[config.mk]
export PLATFORM = sky130hd
export DESIGN_NAME = sar_conv_ctrl
export DESIGN_NICKNAME = d
export VERILOG_FILES = /design/src/sar_ctrl_pkg.sv /design/src/sar_conv_ctrl.sv /design/src/pin_sync.sv /design/src/result_mem.sv
export SDC_FILE = /design/constraint.sdc
export NUM_CORES = 1
export LEC_CHECK = 0
export BUFFER_PORTS_ARGS = -buffer_cell sky130_fd_sc_hd__buf_2
export CORE_ASPECT_RATIO = 0.8
export CORE_MARGIN = 1
export CORE_UTILIZATION = 57
export CTS_BUF_LIST = sky130_fd_sc_hd__clkbuf_4 sky130_fd_sc_hd__clkbuf_8
export DETAILED_ROUTE_END_ITERATION = 8
export PLACE_DENSITY = 0.8
export SETUP_SLACK_MARGIN = 0.02
export SLEW_MARGIN = 20
export SYNTH_ARGS = -nofsm -noshare
export SYNTH_HDL_FRONTEND = slang
export SYNTH_SLANG_ARGS = --single-unit
[constraint.sdc]
create_clock -name clk -period 2.6 [get_ports clk]
set_clock_uncertainty 0.2 [all_clocks]
set_input_delay 0.13 -clock clk [delete_from_list [all_inputs] [get_ports clk]]
set_output_delay 0.13 -clock clk [all_outputs]
set_load 0.005 [all_outputs]
[src/sar_ctrl_pkg.sv]
// Package for the simultaneous conversion controller: constants, types
// and coding helpers shared by the controller, its checker and the bench.
// Assumes a 125 MHz system clock and a 32-bit AHB-Lite register bus.
package sar_ctrl_pkg;

  // ****************************************************************
  // Sizes and timing
  // ****************************************************************
  localparam int CHANNELS = 8;
  localparam int RES_BITS = 18;
  localparam int RANGE_W = 4;
  localparam int CLK_MHZ = 125;
  // Conversion duration in ns; value chosen as a plain default.
  localparam int CONV_TIME_NS = 800;
  localparam int CONV_CYCLES = CONV_TIME_NS * CLK_MHZ / 1000;
  // Internal oscillator step: all bit decisions fit the duration.
  localparam int OSC_DIV = CONV_CYCLES / RES_BITS;

  // ****************************************************************
  // Register indices (byte address is four times the index)
  // ****************************************************************
  localparam logic [7:0] IDX_STATUS = 8'h01;
  localparam logic [7:0] IDX_CONFIG = 8'h02;
  localparam logic [7:0] IDX_RANGE_FIRST = 8'h03;
  localparam logic [7:0] IDX_RANGE_LAST = 8'h06;
  localparam logic [7:0] IDX_BANDWIDTH = 8'h07;
  localparam logic [7:0] IDX_RESULT_BASE = 8'h10;
  localparam logic [7:0] IDX_RESULT_LAST = 8'h17;

  // Field positions.
  localparam int ST_BUSY_BIT = 0;
  localparam int ST_READY_BIT = 1;
  localparam int ST_SWMODE_BIT = 2;
  localparam int ST_REFINT_BIT = 3;
  localparam int CFG_EXTCLK_BIT = 0;

  // ****************************************************************
  // Range codes and reset values
  // ****************************************************************
  localparam logic [3:0] R_SE_BI_2V5 = 4'h0;
  localparam logic [3:0] R_SE_BI_5V = 4'h1;
  localparam logic [3:0] R_SE_BI_6V25 = 4'h2;
  localparam logic [3:0] R_SE_BI_10V = 4'h3;
  localparam logic [3:0] R_SE_BI_12V5 = 4'h4;
  localparam logic [3:0] R_SE_UNI_5V = 4'h5;
  localparam logic [3:0] R_SE_UNI_10V = 4'h6;
  localparam logic [3:0] R_SE_UNI_12V5 = 4'h7;
  localparam logic [3:0] R_DIFF_5V = 4'h8;
  localparam logic [3:0] R_DIFF_10V = 4'h9;
  localparam logic [3:0] R_DIFF_12V5 = 4'hA;
  localparam logic [3:0] R_DIFF_20V = 4'hB;
  localparam logic [3:0] RANGE_RST = 4'h3;
  localparam logic [7:0] BW_RST = 8'h00;
  localparam logic CFG_EXTCLK_RST = 1'b0;
  localparam logic [2:0] SW_MODE_PINS = 3'h7;

  // ****************************************************************
  // Types
  // ****************************************************************
  typedef enum logic [1:0] {ST_IDLE, ST_CONV, ST_STORE} conv_state_e;

  // Pins from outside the clock domain.
  typedef struct packed {
    logic trigger;
    logic range_hi;
    logic ref_select;
    logic [2:0] oversampling_select_pins;
  } pins_s;

  // Controls toward the analog front end and converters.
  typedef struct packed {
    logic sample;
    logic acquire;
    logic ref_int_en;
    logic [CHANNELS-1:0] bw_high;
    logic [CHANNELS-1:0][RANGE_W-1:0] range;
  } afe_ctrl_s;

  // Whole state of the controller.
  typedef struct packed {
    conv_state_e st;
    logic [4:0] bit_cnt;
    logic [7:0] div_cnt;
    logic [2:0] ch;
    logic sample;
    logic trig_prev;
    logic ready;
    logic ref_int;
    logic cfg_ext;
    logic [CHANNELS-1:0] bw;
    logic [CHANNELS-1:0][RANGE_W-1:0] ranges;
    logic [CHANNELS-1:0][RANGE_W-1:0] eff;
    logic wr_pend;
    logic [7:0] wr_idx;
    logic rd_res;
    logic [31:0] rdata;
  } ctrl_s;

  // True for straight-binary ranges.
  function automatic logic is_unipolar(input logic [3:0] r);
    return (r == R_SE_UNI_5V) || (r == R_SE_UNI_10V) ||
           (r == R_SE_UNI_12V5);
  endfunction

  // Converts an offset-binary converter word to the output coding.
  function automatic logic [RES_BITS-1:0] code_result(
      input logic [RES_BITS-1:0] raw, input logic [3:0] r);
    if (is_unipolar(r)) begin
      return raw;
    end
    return {~raw[RES_BITS-1], raw[RES_BITS-2:0]};
  endfunction

endpackage

[src/sar_conv_ctrl.sv]
// Conversion controller for an eight-channel simultaneous converter:
// trigger handling, busy, result coding and storage, range, bandwidth
// and reference selection, with an AHB-Lite register slave.
// Assumes converter words arrive in clk domain as offset binary.
`timescale 1ns/1ns
`default_nettype none
module sar_conv_ctrl
  import sar_ctrl_pkg::*;
#(
  parameter int NCH = sar_ctrl_pkg::CHANNELS,
  parameter int RBITS = sar_ctrl_pkg::RES_BITS
) (
  input wire logic clk,
  input wire logic arst_n,
  input wire sar_ctrl_pkg::pins_s pins,
  input wire logic [NCH-1:0][RBITS-1:0] sar_code,
  output sar_ctrl_pkg::afe_ctrl_s afe,
  output logic busy,
  output logic sw_mode,
  input wire logic hsel,
  input wire logic [31:0] haddr,
  input wire logic [1:0] htrans,
  input wire logic hwrite,
  input wire logic [2:0] hsize,
  input wire logic [31:0] hwdata,
  input wire logic hready,
  output logic hreadyout,
  output logic [31:0] hrdata,
  output logic hresp
);
  import sar_ctrl_pkg::*;

  // ****************************************************************
  // Declarations
  // ****************************************************************
  ctrl_s q;
  ctrl_s n;
  pins_s pin_s;
  logic trig_rise;
  logic ext_clk;
  logic step;
  logic osc_tick;
  logic addr_ok;
  logic [7:0] a_idx;
  logic [2:0] pair;
  logic mem_we;
  logic [RBITS-1:0] mem_wdata;
  logic mem_re;
  logic [RBITS-1:0] mem_rdata;
  logic [NCH-1:0][RANGE_W-1:0] eff_range;

  // ****************************************************************
  // Pin synchronisation and leaf blocks
  // ****************************************************************

  // All pins pass two flip-flops before any logic reads them.
  pin_sync #(
    .W($bits(pins_s))
  ) u_sync (
    .clk(clk),
    .arst_n(arst_n),
    .async_in(pins),
    .sync_out(pin_s)
  );

  // Results of the last completed set until storing of the next set begins; readable at any time.
  result_mem #(
    .WIDTH(RBITS),
    .DEPTH(NCH)
  ) u_mem (
    .clk(clk),
    .arst_n(arst_n),
    .wr_en(mem_we),
    .wr_addr(q.ch),
    .wr_data(mem_wdata),
    .rd_en(mem_re),
    .rd_addr(a_idx[2:0]),
    .rd_data(mem_rdata)
  );

  // ****************************************************************
  // Mode and range decode
  // ****************************************************************

  // Software mode is the all-high oversampling pin pattern.
  assign sw_mode = (pin_s.oversampling_select_pins == SW_MODE_PINS);

  // Range per channel: registers in software mode, else the range pin.
  for (genvar i = 0; i < NCH; i++) begin : g_range
    assign eff_range[i] = sw_mode ? q.ranges[i] :
        (pin_s.range_hi ? R_SE_BI_10V : R_SE_BI_5V);
  end

  // External step clock only in software mode with the option set.
  assign ext_clk = sw_mode & q.cfg_ext;
  assign trig_rise = pin_s.trigger & ~q.trig_prev;
  assign osc_tick = (q.div_cnt == 8'(OSC_DIV - 1));
  assign step = ext_clk ? trig_rise : osc_tick;

  // Bus address phase decode.
  assign addr_ok = hsel & htrans[1] & hready;
  assign a_idx = haddr[9:2];
  assign mem_re = addr_ok & ~hwrite &
      (a_idx >= IDX_RESULT_BASE) & (a_idx <= IDX_RESULT_LAST);
  assign pair = 3'(q.wr_idx - IDX_RANGE_FIRST);

  // Storing: one channel word per cycle, coded by its range.
  assign mem_we = (q.st == ST_STORE);
  assign mem_wdata = code_result(sar_code[q.ch],
      q.eff[q.ch]);

  // ****************************************************************
  // Next-state logic
  // ****************************************************************

  // Fills the next copy of the whole state.
  always_comb begin
    n = q;
    n.sample = 1'b0;
    n.trig_prev = pin_s.trigger;
    n.eff = eff_range;
    // Reference mode follows the select pin from reset release on.
    n.ref_int = pin_s.ref_select;

    // Register writes in the data phase.
    n.wr_pend = addr_ok & hwrite;
    if (addr_ok) begin
      n.wr_idx = a_idx;
    end
    if (q.wr_pend) begin
      if (q.wr_idx == IDX_CONFIG) begin
        n.cfg_ext = hwdata[CFG_EXTCLK_BIT];
      end else if (q.wr_idx == IDX_BANDWIDTH) begin
        n.bw = hwdata[NCH-1:0];
      end else if (q.wr_idx >= IDX_RANGE_FIRST &&
                   q.wr_idx <= IDX_RANGE_LAST) begin
        n.ranges[{pair[1:0], 1'b0}] = hwdata[3:0];
        n.ranges[{pair[1:0], 1'b1}] = hwdata[7:4];
      end
    end

    // Register reads: data captured in the address phase.
    n.rd_res = mem_re;
    if (addr_ok & ~hwrite) begin
      n.rdata = '0;
      if (a_idx == IDX_STATUS) begin
        n.rdata[ST_BUSY_BIT] = busy;
        n.rdata[ST_READY_BIT] = q.ready;
        n.rdata[ST_SWMODE_BIT] = sw_mode;
        n.rdata[ST_REFINT_BIT] = q.ref_int;
        // Reading status consumes the fresh-data flag.
        n.ready = 1'b0;
      end else if (a_idx == IDX_CONFIG) begin
        n.rdata[CFG_EXTCLK_BIT] = q.cfg_ext;
      end else if (a_idx == IDX_BANDWIDTH) begin
        n.rdata[NCH-1:0] = q.bw;
      end else if (a_idx >= IDX_RANGE_FIRST &&
                   a_idx <= IDX_RANGE_LAST) begin
        n.rdata[7:0] = {q.ranges[{a_idx[1:0] - 2'h3, 1'b1}],
                        q.ranges[{a_idx[1:0] - 2'h3, 1'b0}]};
      end
    end

    // Conversion sequencer.
    case (q.st)
      ST_IDLE: begin
        if (trig_rise) begin
          n.st = ST_CONV;
          n.sample = 1'b1;
          n.bit_cnt = '0;
          n.div_cnt = '0;
        end
      end
      ST_CONV: begin
        // Trigger edges here only step an external clock.
        n.div_cnt = osc_tick ? 8'h00 : q.div_cnt + 8'h01;
        if (step) begin
          if (q.bit_cnt == 5'(RBITS - 1)) begin
            n.st = ST_STORE;
            n.ch = '0;
          end else begin
            n.bit_cnt = q.bit_cnt + 5'h01;
          end
        end
      end
      ST_STORE: begin
        if (q.ch == 3'(NCH - 1)) begin
          n.st = ST_IDLE;
          n.ready = 1'b1;
        end else begin
          n.ch = q.ch + 3'h1;
        end
      end
      default: begin
        n.st = ST_IDLE;
      end
    endcase
  end

  // ****************************************************************
  // State register
  // ****************************************************************

  // Registers the whole state; constants only under reset.
  always_ff @(posedge clk or negedge arst_n) begin
    if (!arst_n) begin
      q <= '0;
      q.st <= ST_IDLE;
      q.cfg_ext <= CFG_EXTCLK_RST;
      q.bw <= BW_RST;
      q.ranges <= {NCH{RANGE_RST}};
      q.eff <= {NCH{RANGE_RST}};
    end else begin
      q <= n;
    end
  end

  // ****************************************************************
  // Outputs
  // ****************************************************************

  // Busy spans conversion and storing of every channel.
  assign busy = (q.st != ST_IDLE);

  // Front-end controls.
  assign afe.sample = q.sample;
  assign afe.acquire = ~busy;
  assign afe.ref_int_en = q.ref_int;
  assign afe.bw_high = q.bw;
  assign afe.range = q.eff;

  // Bus answer: no wait states, always OKAY; results come from the
  // previous set until storing of the new set begins.
  assign hreadyout = 1'b1;
  assign hresp = 1'b0;
  assign hrdata = q.rd_res ? {{(32 - RBITS){1'b0}}, mem_rdata} :
      q.rdata;

endmodule // sar_conv_ctrl
`default_nettype wire

[src/pin_sync.sv]
// Two-flop synchroniser for a group of pin levels.
// Assumes the levels are quasi-static or single-bit events.
`timescale 1ns/1ns
`default_nettype none
module pin_sync #(
  parameter int W = 1
) (
  input wire logic clk,
  input wire logic arst_n,
  input wire logic [W-1:0] async_in,
  output logic [W-1:0] sync_out
);
  logic [W-1:0] meta_q;

  // First stage feeds only the second stage.
  always_ff @(posedge clk or negedge arst_n) begin
    if (!arst_n) begin
      meta_q <= '0;
      sync_out <= '0;
    end else begin
      meta_q <= async_in;
      sync_out <= meta_q;
    end
  end
endmodule // pin_sync
`default_nettype wire

[src/result_mem.sv]
// Result store: one write port, one read port, registered read data.
// Assumes one clock; a read and a write may meet in the same cycle.
`timescale 1ns/1ns
`default_nettype none
module result_mem #(
  parameter int WIDTH = 18,
  parameter int DEPTH = 8
) (
  input wire logic clk,
  input wire logic arst_n,
  input wire logic wr_en,
  input wire logic [$clog2(DEPTH)-1:0] wr_addr,
  input wire logic [WIDTH-1:0] wr_data,
  input wire logic rd_en,
  input wire logic [$clog2(DEPTH)-1:0] rd_addr,
  output logic [WIDTH-1:0] rd_data
);
  logic [WIDTH-1:0] mem_q [DEPTH];

  // Storage array, cleared at reset.
  always_ff @(posedge clk or negedge arst_n) begin
    if (!arst_n) begin
      for (int i = 0; i < DEPTH; i++) begin
        mem_q[i] <= '0;
      end
    end else if (wr_en) begin
      mem_q[wr_addr] <= wr_data;
    end
  end

  // Registered read port; old word is returned on a colliding write.
  always_ff @(posedge clk or negedge arst_n) begin
    if (!arst_n) begin
      rd_data <= '0;
    end else if (rd_en) begin
      rd_data <= mem_q[rd_addr];
    end
  end
endmodule // result_mem
`default_nettype wire

==> impl_metrics.py <==
metrics = {
    "grt": {
        "grt_antenna_before_repair": 0,
        "grt_pass1_wl_um": 56500,
        "grt-ovfl-total": 0,
        "first_global_vias": 10300,
        "grt.total_usage_pct": 29.7,
        "grt_max_degree": 94,
    },
    "yosys": {
        "ys.flop_type": "dfrtp_1",
        "yosysTopAreaCellShare_pct": 46.3,
        "ys_async_sr_fraction_pct": 100,
        "yosysWarnings": 0,
        "ys_seq_area_share_pct": 52.4,
        "synth_edf_count": 0,
        "postSynthCellCount": 1160,
        "avgSynthCellArea_um2": 11.9,
        "syn_area_um2": 13800,
        "synth_area_leaders": "dfrtp_1 (46%), mux4_2 (13%), dfstp_2 (6.1%)",
        "yosysTopAreaCell": "dfrtp_1",
        "yosysUniqueCellTypes": 57,
        "synth_seq_cells": 287,
    },
    "final_layout": {
        "diodes": 0,
        "syn_to_final_growth_pct": 19.2,
        "final_area_um2": 16400,
        "drive_gt1_share_pct": 38.2,
        "nNetsFinal": 1648,
    },
    "worst_hold_path": {
        "hold_path.class": "in -> async",
    },
    "timing": {
        "tightestPinTransition_ps": 749,
        "max_freq_mhz": 411,
        "grt_setup_unrepaired": "false",
        "hold_violations": 7,
        "finalSetupTns_ps": 0,
        "hold_ws_ps": -22.1,
        "fin_crit_sh_pct": 93.7,
        "finalMaxSlewViolations": 0,
        "post-route-min-period_ps": 2440,
        "setup_violations": 0,
        "slew_headroom_pct": 50.1,
    },
    "die": {
        "die-height_um": 141,
        "dieArea_um2": 24800,
        "die_width_um": 176,
        "core_um2": 23600,
        "row_count": 50,
        "pin_count": 303,
        "initial_core_util_pct": 58.5,
    },
    "placement": {
        "portBuffers": 234,
        "place_congestion": 0.882,
        "place_area_um2": 15100,
        "hpwl_um": 25000,
    },
    "cts": {
        "ctsRootBufferMaster": "clkbuf_8",
        "cts_buffers": 44,
        "cts_tree": "yes",
        "htree_levels": 2,
        "clk_pin_slew_ps": 60,
        "insertion_delay_ps": 550,
        "post_cts_buffers": 0,
        "clock_path_buffers": 3,
        "cts.sinks": 287,
    },
    "critical_path": {
        "critical_path_arrival_ps": 2620,
        "worstSetupPathType": "reg -> reg",
        "r2r-start": "q[119]$_DFFE_PN0P_",
        "startpoint": "q[119]$_DFFE_PN0P_",
        "endpoint_kind": "flop",
        "cp_data_required_time_ps": 2780,
        "startpoint_type": "flop",
        "path_max_fanout": 36,
    },
    "power": {
        "total_power_mw": 9.77,
        "p_leak_nw": 7.33,
        "pwr_density_cell_nw_per_um2": 595,
        "vdd_ir_drop_max_mv": 0.329,
    },
    "route": {
        "dr.pass1.iters": 5,
        "vias": 10400,
        "first_iter_violations": 1125,
        "wirelength_um": 36100,
        "drc": 0,
        "drtAntennaViolNets": 0,
        "viasPerCell": 5.93,
        "wire_per_inst_um": 20.6,
    },
    "outcome": {
        "outcome": "complete, but fails checks",
        "violations": "hold timing",
    },
    "job": {
        "drv_cap": 0,
    },
}
through the flow:
stage | hold WS, ps | instances | utilization, % | worst slack (ps)
finish | -22.1 | 1756 | 69.7 | 165
global route | 18.0 | 1756 | 69.7 | 47.7
CTS | 0.282 | 1756 | 69.6 | 154
detailed placement | 1.74 | 1642 | 64.0 | 192
global placement | -1.40 | 1642 | 64.0 | 265
floorplan | -366 | 1174 | - | 284
cells by family after synthesis:
group | synth area share [%]
xor+xnor | 0.309
simple gates | 10.1
flops | 52.4
buf+inv | 5.73
mux | 20.7
fa+ha+maj | 0.908
other cells | 0.0545
compound gates | 9.83
registers in the layout, summed over array words and instances, names as in the netlist:
register         count
u_sync.sync_out      6
u_mem.rd_data       18
q                   71
u_sync.meta_q        6
afe                 42
u_mem.mem_q        144
timing repair:
item / CTS / global route
endpoints found under the setup margin: 0 / 5
hold endpoints to repair: 295 / 0
hold buffers: 38 / 0
gates resized for setup: 0 / 2
worst max-delay path, stage by stage (launching register included):
cell,delay (ps)
dfrtp_2,520
buf_12,300
mux4_2,560
mux2i_2,460
o21ai_0,190
Yosys cell counts (2+ instances only):
library cell	instances
o21ai_0	112
a21oi_1	78
xor2_1	3
nor2_1	95
buf_2	13
conb_1	2
clkbuf_1	40
a21o_1	10
inv_1	13
nand3_1	3
or3_1	3
nor2b_1	11
mux2i_1	28
nand4b_1	2
nor4bb_1	3
nor3_2	3
a22o_1	2
and3_1	5
buf_6	2
a22oi_1	10
dfstp_2	32
o21ai_1	4
and2_1	26
mux4_2	80
nand2b_1	19
nor3_1	3
dfrtp_1	255
nand4_1	6
ha_1	10
buf_4	62
o311ai_1	2
nand2_1	120
mux2i_2	10
buf_1	9
o21a_1	2
a31oi_1	3
mux2_2	56
o22ai_1	4
cell usage in the layout (no fill, tap or decap), drive strengths merged, types with 4 or more instances in the layout:
cell type and count:
a21o 10, o22ai 4, clkinv 4, a22oi 10, a21oi 78, nor2b 11, nand2 120, nor3 6
dfstp 32, and3 5, dlygate4sd3 38, o21ai 116, dfrtp 255, buf 282, and2 26, mux2 56
inv 15, nand2b 20, nor2 95, mux2i 38, ha 10, mux4 80, conb 16, clkbuf 70
nand4 6
layout make-up:
type / instances / area (µm²)
flip-flops and latches: 287 / 7220
fillers: 1627 / 7150
multi-input cells: 747 / 5850
repair buffers: 320 / 1970
clock buffers: 70 / 882
well taps: 312 / 390
clock inverters: 6 / 58.8
inverters: 14 / 52.6
per-layer routing:
layer | vias up | global-route usage [%] | part of all wire [%]
li1 | 4570 | - | -
met1 | 5270 | 43.1 | 42
met2 | 518 | 46.9 | 48
met3 | 55 | 4.37 | 7.9
met4 | 0 | 8.92 | 2.0
met5 | - | 0 | 0
power by group:
| group | internal (mW) | switching, mW |
|---|---|---|
| combinational | 0.489 | 0.502 |
| sequential | 4.66 | 0.172 |
| clock | 2.24 | 1.70 |
| total | 7.40 | 2.38 |
final timing paths:
kind / to / slack (ps) / depth (start not counted)
max in group asynchronous: u_mem.mem_q[8]$_DFFE_PN0P_ / 1360 / 3
min in group clk: u_sync.meta_q[4]$_DFF_PN0_ / 30 / 2
min: afe[42]$_DFF_PN0_ / -20 / 2
min reg2reg: u_sync.sync_out[4]$_DFF_PN0_ / 150 / 0
max reg2reg: u_mem.mem_q[134]$_DFFE_PN0P_ / 160 / 4
max: u_mem.mem_q[134]$_DFFE_PN0P_ / 160 / 4
(Power assumes the default switching activity.)
